===== src/common/tcrb_pkg.sv =====
// Overview of operation
// - Overflow flag is set whenever the 16-bit count rolls over, except in baud-rate generator mode.
// - Counting down, overflow flag is also set when count equals capture/reload value.
// - Overflow flag is set only when both baud select bits are zero.
// - Hardware never clears the overflow flag; software may set or clear it.
// - External flag sets on trigger falling edge or overflow, per mode bits.
// - Timer interrupt is requested, when enabled, while the overflow flag or the external flag is set.
// - Receive baud select picks timer 1 or this timer overflow in modes 1, 3.
// - Transmit baud select picks timer 1 or this timer overflow in modes 1, 3.
// - Either baud select bit forces baud-rate generator mode.
// - Trigger pin falling edges ignored unless enabled and not generating baud clocks.
// - Run control low stops counting; the count holds except for trigger events and register writes.
// - In baud-rate generator mode the timer advances once every two clocks.
// - Outside baud mode, timer select zero counts prescaled ticks; one counts count-pin falling edges.
// - Baud mode ignores capture/reload select and reloads after every overflow.
// - With down count disabled, reload mode reloads on overflow and on enabled trigger falling edge.
// - Capture mode copies the count on each enabled trigger falling edge.
// - Capture with auto clear set clears the count after the copy.
// - In auto-reload mode, down enable and trigger level pick count direction.
// - Low capture register takes low count byte; supplies low reload byte.
// - High capture register takes high count byte; supplies high reload byte.
package tcrb_pkg;
   // register indices; byte address is four times the index
   localparam logic [9:0] IDX_CONTROL = 10'h0C8;
   localparam logic [9:0] IDX_MODE = 10'h0C9;
   localparam logic [9:0] IDX_RELOAD_LOW = 10'h0CA;
   localparam logic [9:0] IDX_RELOAD_HIGH = 10'h0CB;
   localparam logic [9:0] IDX_COUNT_LOW = 10'h0CC;
   localparam logic [9:0] IDX_COUNT_HIGH = 10'h0CD;
   localparam logic [9:0] IDX_CLOCK_CONTROL = 10'h0CE;
   // control register fields
   localparam int CTL_OVERFLOW_FLAG = 7;
   localparam int CTL_EXTERNAL_FLAG = 6;
   localparam int CTL_RX_BAUD_SELECT = 5;
   localparam int CTL_TX_BAUD_SELECT = 4;
   localparam int CTL_TRIGGER_ENABLE = 3;
   localparam int CTL_RUN_CONTROL = 2;
   localparam int CTL_COUNTER_SELECT = 1;
   localparam int CTL_CAPTURE_SELECT = 0;
   // mode register fields
   localparam int MOD_CAPTURE_AUTO_CLEAR = 3;
   localparam int MOD_DOWN_COUNT_ENABLE = 0;
   // clock control field
   localparam int CKC_TICK_SPEED_SELECT = 5;
   // reset values and count maximum
   localparam logic [7:0] CONTROL_RESET = 8'h00;
   localparam logic [7:0] MODE_RESET = 8'h00;
   localparam logic [7:0] CLOCK_CONTROL_RESET = 8'h00;
   localparam logic [15:0] RELOAD_RESET = 16'h0000;
   localparam logic [15:0] COUNT_RESET = 16'h0000;
   localparam logic [15:0] COUNT_MAX = 16'hFFFF;
   // clocks per tick
   localparam logic [3:0] DIV_BAUD = 4'h2;
   localparam logic [3:0] DIV_SLOW = 4'hC;
   localparam logic [3:0] DIV_FAST = 4'h4;
endpackage


===== src/tcrb_edge.sv =====
`timescale 1ns/1ps
`default_nettype none
module tcrb_edge (
   // clock
   input wire logic clock,
   input wire logic resetn,
   input wire logic ce,
   // pin
   input wire logic pin,
   // results
   output logic level,
   output logic fall
);
   logic sync1_reg;
   logic sync2_reg;
   logic prev_reg;

   // two-stage synchroniser, then one more sample for the compare
   always_ff @(posedge clock) begin
      if (!resetn) begin
         sync1_reg <= 1'b1;
         sync2_reg <= 1'b1;
         prev_reg <= 1'b1;
      end else if (ce) begin
         sync1_reg <= pin;
         sync2_reg <= sync1_reg;
         prev_reg <= sync2_reg;
      end
   end

   assign level = sync2_reg;
   assign fall = ce && prev_reg && !sync2_reg;
endmodule
`default_nettype wire


===== src/tcrb_prescale.sv =====
`timescale 1ns/1ps
`default_nettype none
module tcrb_prescale (
   // clock
   input wire logic clock,
   input wire logic resetn,
   input wire logic ce,
   // control
   input wire logic enable,
   input wire logic [3:0] divide,
   // result
   output logic tick
);
   logic [3:0] cnt_reg;
   logic last;

   assign last = (cnt_reg >= divide - 4'h1);
   assign tick = ce && enable && last;

   always_ff @(posedge clock) begin
      if (!resetn) begin
         cnt_reg <= 4'h0;
      end else if (ce) begin
         if (!enable || last) begin
            cnt_reg <= 4'h0;
         end else begin
            cnt_reg <= cnt_reg + 4'h1;
         end
      end
   end
endmodule
`default_nettype wire


===== src/tcrb_timer.sv =====
`timescale 1ns/1ps
`default_nettype none
module tcrb_timer (
   // clock and reset
   input wire logic clock,
   input wire logic resetn,
   input wire logic ce,
   // apb slave
   input wire logic psel,
   input wire logic penable,
   input wire logic pwrite,
   input wire logic [11:0] paddr,
   input wire logic [31:0] pwdata,
   output logic [31:0] prdata,
   output logic pready,
   output logic pslverr,
   // pins
   input wire logic external_trigger_pin,
   input wire logic count_input_pin,
   // serial port side
   input wire logic [1:0] serial_mode,
   input wire logic timer1_overflow,
   output logic rx_baud_tick,
   output logic tx_baud_tick,
   output logic overflow_pulse,
   // interrupt side
   input wire logic irq_enable,
   output logic timer_irq
);
   logic [7:0] control_reg;
   logic [7:0] control_next;
   logic [7:0] mode_reg;
   logic [7:0] clock_control_reg;
   logic [15:0] reload_reg;
   logic [15:0] reload_next;
   logic [15:0] count_reg;
   logic [15:0] count_next;
   logic [31:0] prdata_reg;

   // bus decode
   logic [9:0] index;
   logic aligned;
   logic hit;
   logic acc_write;
   logic setup_read;
   logic wr_control;
   logic wr_mode;
   logic wr_clock_control;
   logic wr_reload_low;
   logic wr_reload_high;
   logic wr_count_low;
   logic wr_count_high;
   logic [7:0] rd_byte;

   assign index = paddr[11:2];
   assign aligned = (paddr[1:0] == 2'b00);
   assign hit = aligned && (index >= tcrb_pkg::IDX_CONTROL) && (index <= tcrb_pkg::IDX_CLOCK_CONTROL);
   assign acc_write = ce && psel && penable && pwrite && hit;
   assign setup_read = ce && psel && !penable && !pwrite;
   assign wr_control = acc_write && (index == tcrb_pkg::IDX_CONTROL);
   assign wr_mode = acc_write && (index == tcrb_pkg::IDX_MODE);
   assign wr_clock_control = acc_write && (index == tcrb_pkg::IDX_CLOCK_CONTROL);
   assign wr_reload_low = acc_write && (index == tcrb_pkg::IDX_RELOAD_LOW);
   assign wr_reload_high = acc_write && (index == tcrb_pkg::IDX_RELOAD_HIGH);
   assign wr_count_low = acc_write && (index == tcrb_pkg::IDX_COUNT_LOW);
   assign wr_count_high = acc_write && (index == tcrb_pkg::IDX_COUNT_HIGH);

   assign rd_byte = !hit ? 8'h00 :
      (index == tcrb_pkg::IDX_CONTROL) ? control_reg :
      (index == tcrb_pkg::IDX_MODE) ? mode_reg :
      (index == tcrb_pkg::IDX_RELOAD_LOW) ? reload_reg[7:0] :
      (index == tcrb_pkg::IDX_RELOAD_HIGH) ? reload_reg[15:8] :
      (index == tcrb_pkg::IDX_COUNT_LOW) ? count_reg[7:0] :
      (index == tcrb_pkg::IDX_COUNT_HIGH) ? count_reg[15:8] :
      clock_control_reg;

   assign pready = ce;
   assign pslverr = psel && penable && !hit;
   assign prdata = prdata_reg;

   // mode decode
   logic baud_mode;
   logic run;
   logic counter_mode;
   logic reload_mode;
   logic capture_mode;
   logic updown_mode;
   logic trig_level;
   logic trig_fall;
   logic cnt_fall;
   logic pre_tick;
   logic pre_enable;
   logic [3:0] pre_divide;
   logic step;
   logic count_down;
   logic at_max;
   logic at_reload;
   logic overflow_up;
   logic overflow_down;
   logic overflow;
   logic trig_ok;
   logic capture_event;
   logic edge_reload;
   logic set_overflow;
   logic set_external;

   assign baud_mode = control_reg[tcrb_pkg::CTL_RX_BAUD_SELECT] |
      control_reg[tcrb_pkg::CTL_TX_BAUD_SELECT];
   assign run = control_reg[tcrb_pkg::CTL_RUN_CONTROL];
   assign counter_mode = control_reg[tcrb_pkg::CTL_COUNTER_SELECT] && !baud_mode;
   assign reload_mode = baud_mode || !control_reg[tcrb_pkg::CTL_CAPTURE_SELECT];
   assign capture_mode = !reload_mode;
   assign updown_mode = reload_mode && !baud_mode &&
      mode_reg[tcrb_pkg::MOD_DOWN_COUNT_ENABLE];

   tcrb_edge u_trig (
      .clock(clock),
      .resetn(resetn),
      .ce(ce),
      .pin(external_trigger_pin),
      .level(trig_level),
      .fall(trig_fall)
   );

   tcrb_edge u_count (
      .clock(clock),
      .resetn(resetn),
      .ce(ce),
      .pin(count_input_pin),
      .level(),
      .fall(cnt_fall)
   );

   // tick source
   assign pre_enable = run && !counter_mode;
   assign pre_divide = baud_mode ? tcrb_pkg::DIV_BAUD :
      clock_control_reg[tcrb_pkg::CKC_TICK_SPEED_SELECT] ? tcrb_pkg::DIV_FAST :
      tcrb_pkg::DIV_SLOW;

   tcrb_prescale u_pre (
      .clock(clock),
      .resetn(resetn),
      .ce(ce),
      .enable(pre_enable),
      .divide(pre_divide),
      .tick(pre_tick)
   );

   assign step = run && (counter_mode ? cnt_fall : pre_tick);

   // direction and overflow
   assign count_down = updown_mode && !trig_level;
   assign at_max = (count_reg == tcrb_pkg::COUNT_MAX);
   assign at_reload = (count_reg == reload_reg);
   assign overflow_up = step && !count_down && at_max;
   assign overflow_down = step && count_down && at_reload;
   assign overflow = overflow_up || overflow_down;

   // trigger pin events
   assign trig_ok = trig_fall && control_reg[tcrb_pkg::CTL_TRIGGER_ENABLE] && !baud_mode;
   assign capture_event = trig_ok && capture_mode;
   assign edge_reload = trig_ok && reload_mode && !updown_mode;

   // flag sources
   assign set_overflow = overflow && !baud_mode;
   assign set_external = trig_ok || (overflow && updown_mode);

   always_comb begin
      control_next = wr_control ? pwdata[7:0] : control_reg;
      if (set_overflow) begin
         control_next[tcrb_pkg::CTL_OVERFLOW_FLAG] = 1'b1;
      end
      if (set_external) begin
         control_next[tcrb_pkg::CTL_EXTERNAL_FLAG] = 1'b1;
      end
   end

   always_comb begin
      count_next = count_reg;
      if (step) begin
         if (overflow_down) begin
            count_next = tcrb_pkg::COUNT_MAX;
         end else if (overflow_up && reload_mode) begin
            count_next = reload_reg;
         end else if (count_down) begin
            count_next = count_reg - 16'h0001;
         end else begin
            count_next = count_reg + 16'h0001;
         end
      end
      if (edge_reload) begin
         count_next = reload_reg;
      end
      if (capture_event && mode_reg[tcrb_pkg::MOD_CAPTURE_AUTO_CLEAR]) begin
         count_next = tcrb_pkg::COUNT_RESET;
      end
      if (wr_count_low) begin
         count_next[7:0] = pwdata[7:0];
      end
      if (wr_count_high) begin
         count_next[15:8] = pwdata[7:0];
      end
   end

   always_comb begin
      reload_next = capture_event ? count_reg : reload_reg;
      if (wr_reload_low) begin
         reload_next[7:0] = pwdata[7:0];
      end
      if (wr_reload_high) begin
         reload_next[15:8] = pwdata[7:0];
      end
   end

   always_ff @(posedge clock) begin
      if (!resetn) begin
         control_reg <= tcrb_pkg::CONTROL_RESET;
         mode_reg <= tcrb_pkg::MODE_RESET;
         clock_control_reg <= tcrb_pkg::CLOCK_CONTROL_RESET;
         reload_reg <= tcrb_pkg::RELOAD_RESET;
         count_reg <= tcrb_pkg::COUNT_RESET;
         prdata_reg <= 32'h0000_0000;
      end else if (ce) begin
         control_reg <= control_next;
         reload_reg <= reload_next;
         count_reg <= count_next;
         if (wr_mode) begin
            mode_reg <= pwdata[7:0];
         end
         if (wr_clock_control) begin
            clock_control_reg <= pwdata[7:0];
         end
         if (setup_read) begin
            prdata_reg <= {24'h000000, rd_byte};
         end
      end
   end

   // serial time base and interrupt
   assign overflow_pulse = overflow;
   assign rx_baud_tick = serial_mode[0] &&
      (control_reg[tcrb_pkg::CTL_RX_BAUD_SELECT] ? overflow : timer1_overflow);
   assign tx_baud_tick = serial_mode[0] &&
      (control_reg[tcrb_pkg::CTL_TX_BAUD_SELECT] ? overflow : timer1_overflow);
   assign timer_irq = irq_enable && (control_reg[tcrb_pkg::CTL_EXTERNAL_FLAG] ||
      control_reg[tcrb_pkg::CTL_OVERFLOW_FLAG]);
endmodule
`default_nettype wire


===== config.mk =====
export PLATFORM = sky130hd
export DESIGN_NAME = tcrb_timer
export DESIGN_NICKNAME = d
export VERILOG_FILES = /design/src/common/tcrb_pkg.sv /design/src/tcrb_edge.sv /design/src/tcrb_prescale.sv /design/src/tcrb_timer.sv
export SDC_FILE = /design/constraint.sdc
export NUM_CORES = 1
export LEC_CHECK = 0
export BUFFER_PORTS_ARGS = -buffer_cell sky130_fd_sc_hd__buf_2
export CAP_MARGIN = 40
export CORE_ASPECT_RATIO = 0.8
export CORE_MARGIN = 4
export CORE_UTILIZATION = 50
export CTS_CLUSTER_DIAMETER = 50
export DETAILED_ROUTE_END_ITERATION = 16
export PLACE_DENSITY = 0.77
export SLEW_MARGIN = 10
export SYNTH_ARGS = -nofsm -noshare
export SYNTH_HDL_FRONTEND = slang
export SYNTH_HIERARCHICAL = 1
export SYNTH_SLANG_ARGS = --single-unit

===== constraint.sdc =====
create_clock -name clock -period 5.8 [get_ports clock]
set_input_delay 1.74 -clock clock [delete_from_list [all_inputs] [get_ports clock]]
set_output_delay 1.74 -clock clock [all_outputs]
set_load 0.05 [all_outputs]

==> summary.md, run 1 <==
| Metric | Value |
|---|---|
| Fin Setup TNS | 0 ns |
| Clk sinks | 74 |
| Setup ws final | 0.284 ns |
| Die width | 123 um |
| Via count | 5025 |
| Worst EP arrival | 3.78 ns |
| Switching Power | 0.000323 W |
| PwrDens | 208 nW/um2 |
| Seq pwr share | 0.427 |
| Clock tree buffer depth | 2 |
| Final hold vios | 0 |
| Initial Util | 0.517 |
| Synth Area in Simple Gates | 0.236 |
| Finish-stage setup viols | 0 |
| CP required | 4.06 ns |
| GP Congestion | 0.956 |
| H-tree depth | 3 |
| Avg Synthesized Cell Area | 8.52 um2 |
| Critical-path top delay cell | dfxtp_1 |
| Distinct cells, synth | 82 |
| Vias in the first global route | 4730 |
| First-pass GRT wire length | 25.2 mm |
| Critical path class | reg -> out |
| Clock latency on the worst-skew pair | 0.35 ns |
| Register area share after synthesis | 0.278 |
| Ys Warns | 6 |
| Drt first-iter violations | 661 |
| Slew margin rel. | 0.359 |
| Max Transition Viols Final | 0 |
| Quantity of hold-fixing buffers added after cts | 0 |
| Cells resized by post-CTS repair | 0 |
| Synth async-reset ratio | 0 |
| VDD IR max | 0.000107 V |
| Internal power | 0.000872 W |
| WL met2 | 7.02 mm |
| Fraction of layout cells with a size suffix above 1 | 0.187 |
| Period utilization | 0.951 |
| Post-DR vias/cell | 6.38 |
| Largest net degree at the start of global routing | 53 |
| Synth Cell Area | 5330 um2 |
| Max Fclk | 181 MHz |
| RSZ-0062 raised after global routing | false |
| Crit-path max FO | 11 |
| Total power | 0.00119 W |
| TritonCTS Buffers | 9 |
| Wire length on met3 | 2.02 mm |
| CTS tree | yes |
| CP Launch Type | register |
| Top routing layer in use | met4 |
| Fin util | 0.558 |
| CP Buf/Inv Count | 3 |
| Post-DP HPWL | 11.5 mm |
| CP max stage delay | 0.50 ns |
| Antenna violations before repair | 0 |
| Worst-path clk slew | 0.06 ns |
| Top FF cell, synth | dfxtp_1 |
| Setup slack at placement | 0.530 ns |
| P_leak | 2.38 nW |
| Antenna viol nets, final | 0 |
| XOR/XNOR share of the synthesized area | 0.0558 |
| Root Driver | clkbuf_16 |
| CP endpoint kind | output port |
| Area added between synthesis and finish | 7.91% |
| Min-delay worst type | reg -> reg |
| DRC errors left | 0 |
| Worst slew pin tran | 0.956 ns |
| Critical path's top delay family | simple AND/OR/NAND/NOR gates |
| Max-cap violations | 0 |
| Clock power frac | 0.491 |
| Port-buffer cells | 44 |
| Die area | 12400 um2 |
| Gate power share | 0.082 |
| Rows | 33 |
| Largest family of logic cells by synthesized area | simple AND/OR/NAND/NOR gates |
| Router iterations before antenna repair | 5 |
| Skew final | 0.00578 ns |
| Tmin final | 5.52 ns |
| IO Pins | 94 |
| Die height | 100 um |
| Synth Area in Compound Gates | 0.200 |
| CP Cell Sequence | nor2_4 -> inv_2 -> inv_1 -> ha_1 -> xnor2_1 -> ha_1 -> o21a_1 -> nor2_1 -> a21oi_2 -> and3_2 -> nand2_1 -> mux2i_2 -> nand4_1 -> and2_1 -> nand2_1 -> o211a_1 -> buf_2 |
| Wl on met1 | 6.40 mm |
| FF+latch count, synth | 74 |
| Fraction of synthesized area in multiplexers | 0.128 |
| Total Routed Length | 16.0 mm |
| Total Nets Final | 706 |
| Wire per inst | 20.3 um |
| Gr ovfl total | 0 |
| Gate Count Post-Synth | 626 |
| Adder-cell share of the synthesized area | 0.0164 |
| Switching part of the total | 0.270 |
| Post-synth EDFFs | 0 |
| Core area | 10300 um2 |
| Tot GR Track Use | 0.264 |
| Outcome | finished clean |
| Number of diodes | 0 |
[Yosys cell counts, drive strengths merged (3+ instances only)]
cell type | count | share of area
o211ai | 5 | 0.0070
a21boi | 4 | 0.0056
nand3 | 22 | 0.022
or3 | 8 | 0.0094
and2 | 3 | 0.0035
and3 | 8 | 0.0096
a31oi | 12 | 0.014
mux2i | 47 | 0.089
inv | 12 | 0.0084
o211a | 18 | 0.034
buf | 53 | 0.066
a221oi | 3 | 0.0073
nand2b | 3 | 0.0049
xor2 | 7 | 0.011
ha | 7 | 0.016
a211oi | 9 | 0.014
mux4 | 8 | 0.034
o221ai | 10 | 0.016
nor4 | 4 | 0.0087
a22oi | 4 | 0.0056
nor2b | 5 | 0.0059
o21a | 7 | 0.011
nor3 | 16 | 0.022
xnor2 | 27 | 0.044
nand2 | 73 | 0.054
clkbuf | 14 | 0.011
a21oi | 26 | 0.028
and4 | 3 | 0.0049
nand4 | 14 | 0.018
nor3b | 4 | 0.0084
nor2 | 52 | 0.046
o21ai | 38 | 0.037
dfxtp | 74 | 0.28
[kinds of logic (layout without fill, tap and decap cells)]
group,count (synthesis),in the layout
mux,57,57
other cells,1,26
xor+xnor,34,34
buf+inv,79,76
compound gates,148,148
simple gates,226,226
fa+ha+maj,7,7
flops,74,74
[worst register-to-register path: stages (launching register included)]
cell	delay [ns]
dfxtp_1	0.50
nor2_4	0.09
inv_2	0.30
inv_1	0.09
ha_1	0.20
xnor2_1	0.13
ha_1	0.29
o21a_1	0.12
nor2_1	0.04
a21oi_2	0.20
and3_2	0.22
nand2_1	0.06
mux2i_2	0.34
nand4_1	0.20
and2_1	0.43
nand2_2	0.31
o221ai_1	0.16
a31oi_1	0.29
[cell type report]
type / count / area [um2]
repair buffers: 48 / 250
flip-flops and latches: 74 / 1480
multi-input cells: 498 / 3490
well taps: 140 / 175
inverters: 12 / 45.0
fillers: 932 / 4570
clock inverters: 7 / 83.8
clock buffers: 9 / 225
[final timing paths]
check / from / endpoint / slack [ns] / cells after the start
worst max register to register: control_reg[5] / count_reg[5] / 1.74 / 17
worst min register to register: prdata[6] / prdata[6] / 0.44 / 2
worst max-delay path: control_reg[5] / tx_baud_tick / 0.28 / 17
worst min-delay path: prdata[6] / prdata[6] / 0.44 / 2
[stage by stage]
stage	cell area (um2)	cells	hold WS, ns
3_5_place_dp	5430	770	0.440
2_1_floorplan	5430	651	0.432
4_1_cts	5740	786	0.448
3_3_place_gp	5430	770	0.433
6_report	5760	788	0.441
5_1_grt	5760	788	0.470
[routing by layer]
metal / vias to the layer above / global-route usage
met5: - / 0
met4: 0 / 0.110
met3: 60 / 0.0659
met2: 326 / 0.401
met1: 2368 / 0.359
li1: 2271 / -
[cells in the final DEF (no fill, tap or decap), types with 7 or more instances in the layout]
master / count
a211oi_1: 8
a21oi_1: 23
a31oi_1: 12
and3_1: 7
buf_2: 44
clkbuf_16: 9
conb_1: 26
dfxtp_1: 74
ha_1: 7
inv_1: 11
mux2i_1: 46
mux4_2: 8
nand2_1: 70
nand3_1: 21
nand4_1: 13
nor2_1: 46
nor3_1: 10
o211a_1: 18
o21ai_0: 27
o21ai_1: 9
o221ai_1: 10
or3_1: 8
xnor2_1: 27
xor2_1: 7
[power groups by stage]
stage               sequential, W  clock [W]  combinational (W)
finish                   0.000511   0.000586          0.0000979
global route             0.000511   0.000610           0.000103
CTS                      0.000511   0.000590          0.0000961
detailed placement       0.000522          0          0.0000955
global placement         0.000522          0          0.0000938
floorplan                0.000522          0          0.0000813
[timing repair]
item | CTS | global route
hold endpoints to repair | 0 | 0
setup endpoints to repair | 0 | 2
buffers inserted | 0 | 2
Power figures use the tool's default switching activity.
==> inputs of run 2 (changes only) <==
- PLACE_DENSITY: 0.77 -> unset
- PLACE_DENSITY_LB_ADDON: unset -> 0.15
- SETUP_SLACK_MARGIN: unset -> 0.5
- clock period: 5.8 -> 5.2 ns (I/O delays scaled with it)
==> run 2 against run 1 <==
  * Die area did not move
  * Via count is essentially flat
  * Register-to-register slack lost 0.02 ns
  * Largest cell class unchanged
  * Critical path type unchanged
  * Clock skew rose by 0.0031 ns
  * Global-route usage increased by 0.23 points
==> summary.md, run 2 (same netlist as run 1, synthesis figures left out) <==
| Metric | Value |
|---|---|
| Outcome | finished clean |
| Final Non-Filler Cells | 799 (+1.4%) |
| Max Fclk | 212 MHz |
| Worst EP arrival | 3.15 ns (-0.63 ns) |
| Fin Setup TNS | 0 ns (unchanged) |
| Drt first-iter violations | 680 (+2.9%) |
| Largest net degree at the start of global routing | 52 (-1.9%) |
| Initial Util | 0.517 (unchanged) |
| Fill cells | 941 (+0.97%) |
| CP Cell Sequence | nor2_4 -> inv_4 -> nor3_4 -> xnor2_1 -> ha_1 -> o21a_1 -> nor2_2 -> a21oi_2 -> and3_4 -> nand2_4 -> mux2i_4 -> nand4_1 -> and2_4 -> nand2_2 -> o211a_1 -> buf_6 |
| Port-buffer cells | 44 (unchanged) |
| Multi-input logic area | 3560 um2 (+1.8%) |
| Worst slew pin tran | 0.949 ns (-0.00709 ns) |
| Area taken by flip-flops and latches | 1480 um2 (+0.17%) |
| Quantity of hold-fixing buffers added after cts | 0 (unchanged) |
| GP Congestion | 0.967 (+1.1%) |
| Rows | 33 (unchanged) |
| R2r setup slk | 1.72 ns (-0.02 ns) |
| VDD IR max | 0.000148 V (+39%) |
| Die width | 123 um (unchanged) |
| DRC errors left | 0 (unchanged) |
| Period utilization | 0.906 |
| Tmin final | 4.71 ns |
| Area added between synthesis and finish | 11.1% |
| Router iterations before antenna repair | 5 (unchanged) |
| Total Nets Final | 717 (+1.6%) |
| Via count | 5023 (-0.040%) |
| Crit-path max FO | 4 (-7) |
| P_leak | 2.47 nW (+3.9%) |
| Setup ws final | 0.491 ns (+0.207 ns) |
| Clock latency on the worst-skew pair | 0.34 ns (about the same) |
| Number of diodes | 0 (unchanged) |
| Worst Setup SP | control_reg[5] |
| First-pass GRT wire length | 25.3 mm (+0.33%) |
| Worst-case reg-to-reg path depth | 16 (-1) |
| CTS tree | yes |
| Tot GR Track Use | 0.266 (+0.00230) |
| RSZ-0062 raised after global routing | true |
| CP Launch Type | register |
| Antenna violations before repair | 0 (unchanged) |
| Critical path class | reg -> out |
| Vias in the first global route | 4497 (-4.9%) |
| Reg-to-Reg End | count_reg[1] |
| Total Routed Length | 16.5 mm (+3.5%) |
| Clock tree buffer depth | 2 (unchanged) |
| Antenna viol nets, final | 0 (unchanged) |
| Setup slack at placement | 0.379 ns (-0.151 ns) |
| Min-delay worst type | reg -> reg |
| Die height | 100 um (unchanged) |
| H-tree depth | 3 (unchanged) |
| Post-DP HPWL | 11.9 mm (+3.5%) |
| PwrDens | 226 nW/um2 (+8.7%) |
| Post-DR vias/cell | 6.29 (-1.4%) |
| Skew final | 0.00887 ns (+0.00309 ns) |
| Commonest non-fill, non-tap cells in the layout | 72 x dfxtp_1, 67 x nand2_1, 46 x mux2i_1 |
| Core area | 10300 um2 (unchanged) |
| Post-DP Area | 5480 um2 (+0.97%) |
| Wire per inst | 20.7 um (+2.1%) |
| Worst-path clk slew | 0.06 ns (about the same) |
| Max-cap violations | 0 (unchanged) |
| Critical-path top delay cell | dfxtp_2 |
| IO Pins | 94 (unchanged) |
| CP max stage delay | 0.33 ns (-0.17 ns) |
| Finish-stage setup viols | 0 (unchanged) |
| Reg2reg start | control_reg[5] |
| Fraction of layout cells with a size suffix above 1 | 0.217 (+0.0303) |
| Final Instance Area | 5930 um2 (+3.0%) |
| End of the critical path | tx_baud_tick |
| Gr ovfl total | 0 (unchanged) |
| TritonCTS Buffers | 9 (unchanged) |
| Die area | 12400 um2 (unchanged) |
| Max Transition Viols Final | 0 (unchanged) |
| Total power | 0.00134 W (+12%) |
| CP required | 3.64 ns (-0.42 ns) |
| Root Driver | clkbuf_16 |
| Final hold vios | 0 (unchanged) |
| Inst Count DP | 777 (+0.91%) |
| CP endpoint kind | output port |
| Clk sinks | 74 (unchanged) |
| Slew margin rel. | 0.364 (+0.00476) |
| Commonest non-fill, non-tap cell in the layout | dfxtp_1 |
==> run 2: area by class of cell <==
cell class	instances	area share
Clock buffer	10	0.0403
Sequential cell	74	0.250
Timing Repair Buffer	59	0.0593
Clock inverter	6	0.0122
Multi-Input combinational cell	498	0.600
Inverter	12	0.00844
Tap cell	140	0.0295
==> run 2: how the worst min path moves through the flow <==
stage               slack (ns)  cells after the start             start                to
CTS                       0.45                      2         prdata[5]         prdata[5]
global placement          0.43                      2         prdata[6]         prdata[6]
floorplan                 0.43                      2  u_count/prev_reg  u_count/prev_reg
detailed placement        0.44                      2         prdata[7]         prdata[7]
global route              0.46                      2         prdata[5]         prdata[5]
finish                    0.45                      2         prdata[5]         prdata[5]
==> run 2: power breakdown <==
| part | leakage [nW] | internal, W | total [W] | switching, W |
|---|---|---|---|---|
| Clock | 0.150 | 0.000390 | 0.000655 | 0.000265 |
| Combinational | 1.72 | 0.0000259 | 0.000114 | 0.0000879 |
| Sequential | 0.598 | 0.000568 | 0.000570 | 0.00000113 |
| Total | 2.47 | 0.000984 | 0.00134 | 0.000354 |
==> run 2: repair_timing <==
action                                  4_1_cts  5_1_grt
pin swaps                                     1       10
buffers inserted                              2        4
endpoints found under the setup margin        3        3
gates resized for setup                       6       18
==> run 2: worst max-delay path: cells and delay by family (launching register included) <==
family / cells / cell delay (ns)
xor gates and xnor gates: 1 / 0.11
buffers and inverters: 2 / 0.24
AOI/OAI and AO/OA: 3 / 0.46
and+or+nand+nor: 8 / 1.10
muxes: 1 / 0.23
DFF: 1 / 0.33
adders and majority gates: 1 / 0.33
==> run 2: through the flow <==
stage,util,hold slack (ns)
CTS,0.565,0.451
global route,0.574,0.460
finish,0.574,0.446
global placement,0.531,0.434
floorplan,-,0.432
detailed placement,0.531,0.441
==> run 2: routing by layer <==
layer,track usage,up-vias,part of all wire
met4,0.0834,0,0.026
met1,0.382,2382,0.43
met2,0.399,301,0.43
met5,0,-,0
li1,-,2295,-
met3,0.0580,45,0.11
